==> src/verilog/phy_regs_pkg.sv <==
package phy_regs_pkg;

  // ----------------------------------------
  // widths
  // ----------------------------------------
  localparam int REG_ADDR_W = 5;
  localparam int REG_DATA_W = 16;

  // ----------------------------------------
  // register addresses
  // ----------------------------------------
  localparam logic [4:0] ADDR_STATUS  = 5'h01;
  localparam logic [4:0] ADDR_ID_HIGH = 5'h02;
  localparam logic [4:0] ADDR_ID_LOW  = 5'h03;
  localparam logic [4:0] ADDR_ADV     = 5'h04;
  localparam logic [4:0] ADDR_PARTNER = 5'h05;

  // ----------------------------------------
  // status bit positions
  // ----------------------------------------
  localparam int ST_T4          = 15;
  localparam int ST_TX_FD       = 14;
  localparam int ST_TX_HD       = 13;
  localparam int ST_TEN_FD      = 12;
  localparam int ST_TEN_HD      = 11;
  localparam int ST_EXT_STATUS  = 8;
  localparam int ST_NO_PREAMBLE = 6;
  localparam int ST_AN_DONE     = 5;
  localparam int ST_FAULT       = 4;
  localparam int ST_AN_ABLE     = 3;
  localparam int ST_LINK        = 2;
  localparam int ST_JABBER      = 1;
  localparam int ST_EXT_CAP     = 0;

  // fixed capability bits 14,13,12,11,8,6,3,0
  localparam logic [15:0] STATUS_FIXED = 16'h7949;

  // ----------------------------------------
  // advertisement and partner layout
  // ----------------------------------------
  localparam int ADV_NEXT_PAGE = 15;
  localparam int ADV_ACK       = 14;
  localparam int ADV_FAULT     = 13;
  localparam int ADV_RSVD      = 12;
  localparam int ADV_PAUSE_HI  = 11;
  localparam int ADV_PAUSE_LO  = 10;
  localparam int ADV_T4        = 9;
  localparam int ADV_SEL_HI    = 4;

  localparam logic [15:0] ADV_RESET    = 16'h01E1;
  localparam logic [15:0] ADV_WR_MASK  = 16'hADFF;
  localparam logic [15:0] PARTNER_MASK = 16'hEFFF;
  localparam logic [4:0]  SEL_8023     = 5'h01;

  localparam logic [1:0] PAUSE_NONE = 2'h0;
  localparam logic [1:0] PAUSE_SYM  = 2'h1;
  localparam logic [1:0] PAUSE_ASYM = 2'h2;
  localparam logic [1:0] PAUSE_BOTH = 2'h3;

  // ----------------------------------------
  // strap sampling
  // ----------------------------------------
  localparam logic [1:0] STRAP_SETTLE = 2'h3;

  typedef enum logic [0:0] {
    STRAP_WAIT,
    STRAP_DONE
  } strap_state_t;

endpackage

==> src/verilog/phy_an_status_regs.sv <==
// What this block does
// - status bit 15 always reads zero
// - status bits 14 and 13 read one
// - status bits 12 and 11 read one
// - status bit 8 reads one, extended status
// - accept preambleless frames; status bit 6 one
// - status bit 5 shows negotiation finished
// - status bit 4 latches far-end fault until read
// - status bit 3 reads one, negotiation able
// - status bit 1 latches jabber until read
// - status bit 0 reads one, extended registers
// - read-only identifier words at 0x02, 0x03
// - advertisement bit 15 writable, resets zero
// - bit 13 writable zero reset; 14, 12 zero
// - pause field bits 11:10 writable, fixed encoding
// - pause field reset taken from strap pin
// - advertisement bit 9 reads zero
// - advertisement bits 8:5 writable, reset one
// - partner bit 14 set after word received
// - partner register read-only, same layout
// - negotiation runs only while enabled
// - restart request held until an_restart_ack
`timescale 1ns/1ns
`default_nettype none

module phy_an_status_regs #(
  parameter logic [15:0] ID_HIGH = 16'hA5C3, // arbitrary value
  parameter logic [15:0] ID_LOW  = 16'h3C5A  // arbitrary value
) (
  input  wire logic        sys_clk,
  input  wire logic        reset_n,
  input  wire logic [4:0]  reg_addr,
  input  wire logic        reg_wr,
  input  wire logic        reg_rd,
  input  wire logic [15:0] reg_wdata,
  output logic      [15:0] reg_rdata,
  output logic             reg_rvalid,
  input  wire logic        link_up,
  input  wire logic        jabber_event,
  input  wire logic        remote_fault_event,
  input  wire logic        an_complete,
  input  wire logic        an_enable,
  input  wire logic        an_restart_set,
  input  wire logic        an_restart_ack,
  input  wire logic [15:0] partner_word,
  input  wire logic        partner_word_valid,
  input  wire logic        pause_default_strap_pin,
  output logic      [15:0] adv_word,
  output logic             an_run,
  output logic             an_restart_pending
);

  // ----------------------------------------
  // state
  // ----------------------------------------
  typedef struct packed {
    phy_regs_pkg::strap_state_t strap;
    logic [1:0]                 strap_cnt;
    logic [15:0]                adv;
    logic [15:0]                partner;
    logic                       fault;
    logic                       link_ok;
    logic                       jabber;
    logic                       run;
    logic                       restart;
    logic [15:0]                rdata;
    logic                       rvalid;
  } state_t;

  state_t state;
  state_t next_state;

  logic        strap_value;
  logic        strap_stable;
  logic        rd_status;
  logic        wr_adv;
  logic        an_done;
  logic [15:0] status_word;
  logic [15:0] read_word;

  // ----------------------------------------
  // strap synchroniser
  // ----------------------------------------
  pin_sync3 #(
    .WIDTH (1)
  ) u_strap_sync (
    .sys_clk (sys_clk),
    .reset_n (reset_n),
    .pin     (pause_default_strap_pin),
    .value   (strap_value),
    .stable  (strap_stable)
  );

  // ----------------------------------------
  // decode and read mux
  // ----------------------------------------
  assign rd_status = reg_rd && (reg_addr == phy_regs_pkg::ADDR_STATUS);
  assign wr_adv    = reg_wr && (reg_addr == phy_regs_pkg::ADDR_ADV);
  assign an_done   = an_complete && state.run && !state.restart;

  always_comb begin
    status_word                             = phy_regs_pkg::STATUS_FIXED;
    status_word[phy_regs_pkg::ST_AN_DONE]   = an_done;
    status_word[phy_regs_pkg::ST_FAULT]     = state.fault || remote_fault_event;
    status_word[phy_regs_pkg::ST_LINK]      = state.link_ok && link_up;
    status_word[phy_regs_pkg::ST_JABBER]    = state.jabber || jabber_event;
  end

  always_comb begin
    case (reg_addr)
      phy_regs_pkg::ADDR_STATUS:  read_word = status_word;
      phy_regs_pkg::ADDR_ID_HIGH: read_word = ID_HIGH;
      phy_regs_pkg::ADDR_ID_LOW:  read_word = ID_LOW;
      phy_regs_pkg::ADDR_ADV:     read_word = state.adv;
      phy_regs_pkg::ADDR_PARTNER: read_word = state.partner & phy_regs_pkg::PARTNER_MASK;
      default:                    read_word = 16'h0000;
    endcase
  end

  // ----------------------------------------
  // next state
  // ----------------------------------------
  always_comb begin
    next_state        = state;
    next_state.rvalid = reg_rd;
    if (reg_rd) begin
      next_state.rdata = read_word;
    end

    // latched events, the event wins over the read clear
    next_state.fault   = remote_fault_event || (state.fault && !rd_status);
    next_state.jabber  = jabber_event || (state.jabber && !rd_status);
    next_state.link_ok = link_up && (state.link_ok || rd_status);

    // strap capture once after reset release
    case (state.strap)
      phy_regs_pkg::STRAP_WAIT: begin
        if (state.strap_cnt != phy_regs_pkg::STRAP_SETTLE) begin
          next_state.strap_cnt = state.strap_cnt + 2'h1;
        end else if (strap_stable) begin
          next_state.adv[phy_regs_pkg::ADV_PAUSE_HI:phy_regs_pkg::ADV_PAUSE_LO] =
            strap_value ? phy_regs_pkg::PAUSE_BOTH : phy_regs_pkg::PAUSE_NONE;
          next_state.strap = phy_regs_pkg::STRAP_DONE;
        end
      end
      phy_regs_pkg::STRAP_DONE: begin
        next_state.strap = phy_regs_pkg::STRAP_DONE;
      end
      default: begin
        next_state.strap = phy_regs_pkg::STRAP_WAIT;
      end
    endcase

    // host write to the advertisement, reserved bits stay zero
    if (wr_adv) begin
      next_state.adv = reg_wdata & phy_regs_pkg::ADV_WR_MASK;
    end

    // negotiation run and restart
    next_state.run     = an_enable;
    next_state.restart = (an_restart_set && an_enable) || (state.restart && !an_restart_ack);

    // partner page capture
    if (an_restart_set || !state.run) begin
      next_state.partner = 16'h0000;
    end else if (partner_word_valid) begin
      next_state.partner                       = partner_word;
      next_state.partner[phy_regs_pkg::ADV_ACK] = 1'b1;
    end
  end

  always_ff @(posedge sys_clk) begin
    if (!reset_n) begin
      state           <= '0;
      state.strap     <= phy_regs_pkg::STRAP_WAIT;
      state.adv       <= phy_regs_pkg::ADV_RESET;
    end else begin
      state <= next_state;
    end
  end

  // ----------------------------------------
  // outputs
  // ----------------------------------------
  assign reg_rdata          = state.rdata;
  assign reg_rvalid         = state.rvalid;
  assign adv_word           = state.adv;
  assign an_run             = state.run;
  assign an_restart_pending = state.restart;
endmodule

`default_nettype wire

==> src/verilog/pin_sync3.sv <==
`timescale 1ns/1ns
`default_nettype none

module pin_sync3 #(
  parameter int WIDTH = 1
) (
  input  wire logic             sys_clk,
  input  wire logic             reset_n,
  input  wire logic [WIDTH-1:0] pin,
  output logic      [WIDTH-1:0] value,
  output logic                  stable
);

  // ----------------------------------------
  // three stage synchroniser
  // ----------------------------------------
  typedef struct packed {
    logic [WIDTH-1:0] s1;
    logic [WIDTH-1:0] s2;
    logic [WIDTH-1:0] s3;
  } sync_t;

  sync_t sync;
  sync_t next_sync;

  always_comb begin
    next_sync    = sync;
    next_sync.s1 = pin;
    next_sync.s2 = sync.s1;
    next_sync.s3 = sync.s2;
  end

  always_ff @(posedge sys_clk) begin
    if (!reset_n) begin
      sync <= '0;
    end else begin
      sync <= next_sync;
    end
  end

  assign value  = sync.s3;
  assign stable = (sync.s2 == sync.s3);

endmodule

`default_nettype wire
==> config.mk <==
export PLATFORM = sky130hd
export DESIGN_NAME = phy_an_status_regs
export DESIGN_NICKNAME = d
export VERILOG_FILES = /design/src/verilog/phy_regs_pkg.sv /design/src/verilog/phy_an_status_regs.sv /design/src/verilog/pin_sync3.sv
export SDC_FILE = /design/constraint.sdc
export NUM_CORES = 1
export LEC_CHECK = 0
export ABC_AREA = 1
export BUFFER_PORTS_ARGS = -buffer_cell sky130_fd_sc_hd__buf_2
export CELL_PAD_IN_SITES_DETAIL_PLACEMENT = 1
export CELL_PAD_IN_SITES_GLOBAL_PLACEMENT = 1
export CORE_UTILIZATION = 35
export CTS_CLUSTER_SIZE = 8
export DETAILED_ROUTE_END_ITERATION = 8
export GPL_ROUTABILITY_DRIVEN = 1
export GPL_TIMING_DRIVEN = 0
export PLACE_DENSITY_LB_ADDON = 0.1
export SYNTH_ARGS = -nofsm -noshare
export SYNTH_HDL_FRONTEND = slang
export SYNTH_SLANG_ARGS = --single-unit
==> constraint.sdc <==
create_clock -name sys_clk -period 1.35 [get_ports sys_clk]
set_input_delay 0.2025 -clock sys_clk [delete_from_list [all_inputs] [get_ports sys_clk]]
set_output_delay 0.2025 -clock sys_clk [all_outputs]
set_load 0.05 [all_outputs]
Yosys cells after proc, flatten, opt, wreduce, memory -nomap -nowiden
Cells that the tools add are included.
W data, S select, Z words.
{ "classes": {"n_addsub": 1, "multipliers": 0, "div": 0, "n_lt_le_gt_ge": 0, "eq_ne": 9, "shift": 0, "mux": 9, "bitwise": 2, "n_reduce_logical": 25} }
{ "ops": {"columns": ["cell", "n"], "rows": [
  ["$pmux W16 S5", 1],
  ["$mux W12", 1],
  ["$eq A5 B2 Y1 const B", 2],
  ["$eq A5 B3 Y1 const B", 2],
  ["$logic_and A1 B1 Y1", 10],
  ["$mux W2", 4],
  ["$logic_or A1 B1 Y1", 7],
  ["$eq A5 B1 Y1 const B", 1],
  ["$logic_not A1 Y1", 4],
  ["$ne A2 B2 Y1 const B", 2],
  ["$reduce_and A3 Y1", 1],
  ["$add A2 B1 Y2 const B", 1],
  ["$mux W1", 2],
  ["$ne A2 B1 Y1 const B", 1],
  ["$not A1 Y1", 2],
  ["$pmux W1 S2", 1],
  ["$reduce_and A2 Y1", 1],
  ["$reduce_bool A2 Y1", 1],
  ["$reduce_or A2 Y1", 1],
  ["$eq A1 B1 Y1", 1]
]} }
{ "word_totals": {"register_bits": 57, "latch_bits": 0, "ramBits": 0, "mem_bits_ro": 0, "in_bits": 50, "out_inout_bits": 35, "word_cells": 61, "n_memories": 0} }

Depth between registers and ports, before layout
{ "depth": {"depth_word": 5, "ltp_mapped": 10, "ltp_nobuf": 9} }

Modules after synthesis
Synthesis repeated with hierarchy kept, for this count alone.
{ "unflattened": {"cells_unflattened": 394, "area_unflattened_um2": 2757.6} }
{ "by_module_without_submodules": {"columns": ["mod", "n_inst", "cells_per_inst", "area_per_inst_um2", "seq_area_each_um2"], "rows": [
  ["phy_an_status_regs", 1, 380, 2656.3, 1061.0],
  ["pin_sync3", 1, 14, 101.3, 60.1]
]} }

Least setup slack after synthesis
OpenSTA, ideal clock, no wires.
{ "synth_path": {"path_kind": "register to register", "start": "register state (netlist bit an_run)", "end": "register state[25] (netlist name)", "setup_ns": 0.056, "arrival_time_ns": 1.281, "required_time_ns": 1.294, "path_slack_ns": 0.013, "path_stages_with_launch": 6, "path_buffers": 1, "synth_period_minus_slack_ns": 1.337, "path_cell_list": "dfxtp_1 > nand2_1 > nor2_1 > buf_2 > nand2_1 > inv_1"} }
{ "synth_via": {"elab_chain_len": 3} }
{ "synth_rtl": {"columns": ["item", "line", "text"], "rows": [
  ["start, declared", "phy_an_status_regs.sv:70", "state_t state;"],
  ["start signal, assigned", "phy_an_status_regs.sv:178", "state <= next_state;"],
  ["$logic_not A1 Y1", "phy_an_status_regs.sv:164", "if (an_restart_set || !state.run) begin"],
  ["$logic_or A1 B1 Y1", "phy_an_status_regs.sv:164", null],
  ["$reduce_or A2 Y1 (no source line)", null, null]
]} }
Every way passes these cells.
A chain may end at the register's enable or synchronous reset.

Worst setup path in the final report
{ "layout_path": {"start": "register state (netlist bit adv_word[1])", "end": "output port adv_word[1]"} }
{ "layout_rtl": {"columns": ["item", "line", "text"], "rows": [
  ["end, declared", "phy_an_status_regs.sv:48", "output logic [15:0] adv_word,"]
]} }
No word-level cell between the ends.

==> results by group <==
Logic synthesis
  – Post-synth ARST share: 0%
  – Prevailing post-synth register cell: dfxtp_1
  – Number of synthesized flops with an enable pin: 0
  – Post-synthesis instance area: 2720 um^2
  – Area leader, netlist: dfxtp_1
  – Post-synthesis cell count: just under 400
  – Number of synthesized register bits: between 50 and 60
  – Top cells by count, synth: 137 x nand2_1, 56 x dfxtp_1, 43 x inv_1
  – Yosys cell types: 24
  – Simple-Gate Fraction of Synth Area: 30.6%
  – Area share of fa/ha/maj cells after synthesis: less than 1%
  – Seq/Total Area, Yosys: around 41%
  – Synth Area in XOR/XNOR: 0%
  – Synth warnings: 0
  – Post-synth top area share: 41.2%
  – Largest family of logic cells by synthesized area: simple AND/OR/NAND/NOR gates
  – Syn Area/Cell: approximately 7 um^2
  – Synth top area cells: dfxtp_1 41%, nand2_1 19%, buf_4 9.4%, inv_1 5.9%, nand3_1 5.7%
  – Synth Area in Compound Gates: around 9.1%
  – Most frequent cell after synthesis: nand2_1
  – Multiplexer share of the synthesized area: 0%

Critical path
  – CP Capture Type: primary output
  – Crit path buf inv count: 2
  – Worst EP arrival: approximately 1.1 ns
  – Worst setup SP type: flop
  – Req. time, crit path: between 1 and 1.5 ns
  – CP Class: reg2out
  – Critical-path cell list: buf_4 -> buf_2
  – Crit-path slowest cell: dfxtp_1
  – Critical-path maximum fanout: 3
  – Max incr delay on CP: roughly 0.4 ns
  – Largest delay share family, worst path: flip-flops

Finish
  – Fillers: ~980
  – P&R area growth vs syn: 22.0%
  – Finished Core Util: a little under half
  – Fin area: between 3000 and 4000 um^2
  – Layout cell share with drive strength beyond 1: ~28%
  – Final net count: 528
  – Diodes inserted: 0

Floorplanning
  – CORE AREA: between 7000 and 8000 um^2
  – Chip Width: about 90 um
  – Die ar.: between 8000 and 9000 um^2
  – Initial Utilization: between 30% and 40%
  – Core Rows: 31
  – Boundary pin count: 85
  – Die Y: between 90 and 100 um

STA
  – Worst slew pin tran: 0.624 ns
  – Finish-stage setup viols: 0
  – Fin. Hold Viols: 0
  – Slew Limit Headroom: about three fifths
  – Max Fclk: slightly below 0.8 GHz
  – Period Utilization, post-route: ~95%
  – Worst setup margin: approximately 0.066 ns
  – Max Slew Vio Count: 0
  – Fin crit period: approximately 1.3 ns
  – Clock skew: roughly 0.0038 ns

Clock tree
  – Root Driver: clkbuf_8
  – Clk_lat worst skew: ~0.31 ns
  – Clk buf depth: 2
  – Hold buffer count at cts: 0
  – CTS sink cnt: 56
  – CTS Buf Count: 5
  – H-tree depth: 2
  – CTS tree: yes
  – CTS clock-pin slew for the worst setup and hold paths: about 0.1 ns

Global routing
  – Vias in the first global route: approximately 2600
  – Global-route usage over all layers: a little under a fifth
  – Grt ovf: 0
  – Largest net degree at the start of global routing: 17
  – Initial antenna violation count: 0
  – First-pass GRT wire length: about 12000 um

Detailed routing
  – First drt pass iteration count: 4
  – Via count: 2549
  – Drt total wl: approximately 7300 um
  – Per-cell routed wire length: approximately 13 um
  – Routed Antenna Nets: 0
  – Via density: 4.42
  – Initial DRC Count: slightly below 60
  – Residual DRC: 0

Placed design
  – Pre-CTS WS: -0.130 ns
  – Port-buffer cells: 73
  – Placed Area: between 3000 and 4000 um^2
  – Global placer's final weighted congestion: approximately 0.84
  – Hpwl dp: 5880 um

Pwr
  – Largest vdd supply drop: 0.487 mV
  – Power per cell area: just under 1000 nW/um^2
  – Static Leak: about 1.8 nW

Flow run
  – Max Cap Viol: 0

Status
  – Run status: finished, final reports clean

Worst hold path
  – Min-Delay Path Class: in2reg
[worst register-to-register path: cells and delay by family (launching register included)]
family / cells / cell delay (ns)
flops: 1 / 0.37
compound gates: 2 / 0.21
fa+ha+maj: 1 / 0.20
buf+inv: 1 / 0.17
simple gates: 1 / 0.15
[area by class of cell]
cell class | count | area [um^2] | area share (%)
sequential | 56 | 1120 | 33.8
multi-input combinational | 246 | 1110 | 33.3
timing repair buffer | 74 | 373 | 11.2
buffer | 48 | 329 | 9.91
inverter | 46 | 174 | 5.24
tap | 99 | 124 | 3.73
clock buffer | 6 | 82.6 | 2.49
clock inverter | 2 | 10.0 | 0.301
[final timing paths]
kind,from,end,slack (ns),depth (start not counted)
setup / recovery,adv_word[1],adv_word[1],0.07,2
hold / removal,pause_default_strap_pin,u_strap_sync.next_sync[1],0.08,3
setup reg to reg,state[54],adv_word[10],0.14,5
hold reg to reg,u_strap_sync.next_sync[1],u_strap_sync.next_sync[0],0.43,2
[cell usage in the layout (no fill, tap or decap), types with 5 or more instances in the layout]
cell | Yosys | layout
nor2_1 | 17 | 16
buf_4 | 34 | 35
o21ai_0 | 17 | 17
clkbuf_1 | 5 | 5
a21oi_1 | 24 | 24
clkbuf_8 | 0 | 6
dfxtp_1 | 56 | 56
inv_1 | 43 | 43
nand4_1 | 5 | 5
nand3_1 | 31 | 31
buf_2 | 5 | 78
nand2_1 | 137 | 137
[logic make-up (layout without fill, tap and decap cells)]
kind of cell             Yosys count  count (layout)
AND/OR/NAND/NOR                  196             196
adder cells (fa/ha/maj)            1               1
flip-flops                        56              56
AO/OA/AOI/OAI                     46              46
buffers and inverters             94             176
other                              1               3
[metal layers]
metal  global-route usage, %  routed length (um)
met5                       0                   0
met4                    4.44                  43
met3                    3.30                 258
met2                    32.6                3510
met1                    23.3                3480
[stage by stage]
step | cells | total power [mW] | TNS, ns | hold slack (ns)
final | 577 | 3.24 | 0 | 0.0758
after global routing | 577 | 3.41 | -0.0124 | 0.0709
after CTS | 576 | 3.27 | 0 | 0.0691
after detailed placement | 568 | 2.31 | -0.334 | 0.398
after global placement | 568 | 2.29 | -0.187 | 0.392
after floorplan | 396 | 2.14 | 0 | 0.300
[report_power, final]
group          total, mW  leakage [nW]  switching (mW)  internal, mW
logic              0.521          1.29           0.333         0.188
clock network      0.961        0.0510           0.550         0.411
registers           1.75         0.455          0.0366          1.72
[state kept, by name (all words and copies together) (netlist names)]
| signal | cells |
|---|---|
| state | 21 |
| u_strap_sync.next_sync | 2 |
| an_restart_pending | 1 |
| reg_rvalid | 1 |
| an_run | 1 |
| u_strap_sync.value | 1 |
| reg_rdata | 16 |
| adv_word | 13 |
[repair_timing]
item | CTS | global route
resized for setup | 0 | 1
setup buffers | 0 | 1
endpoints found under the setup margin | 0 | 2
Power figures use the tool's default switching activity.
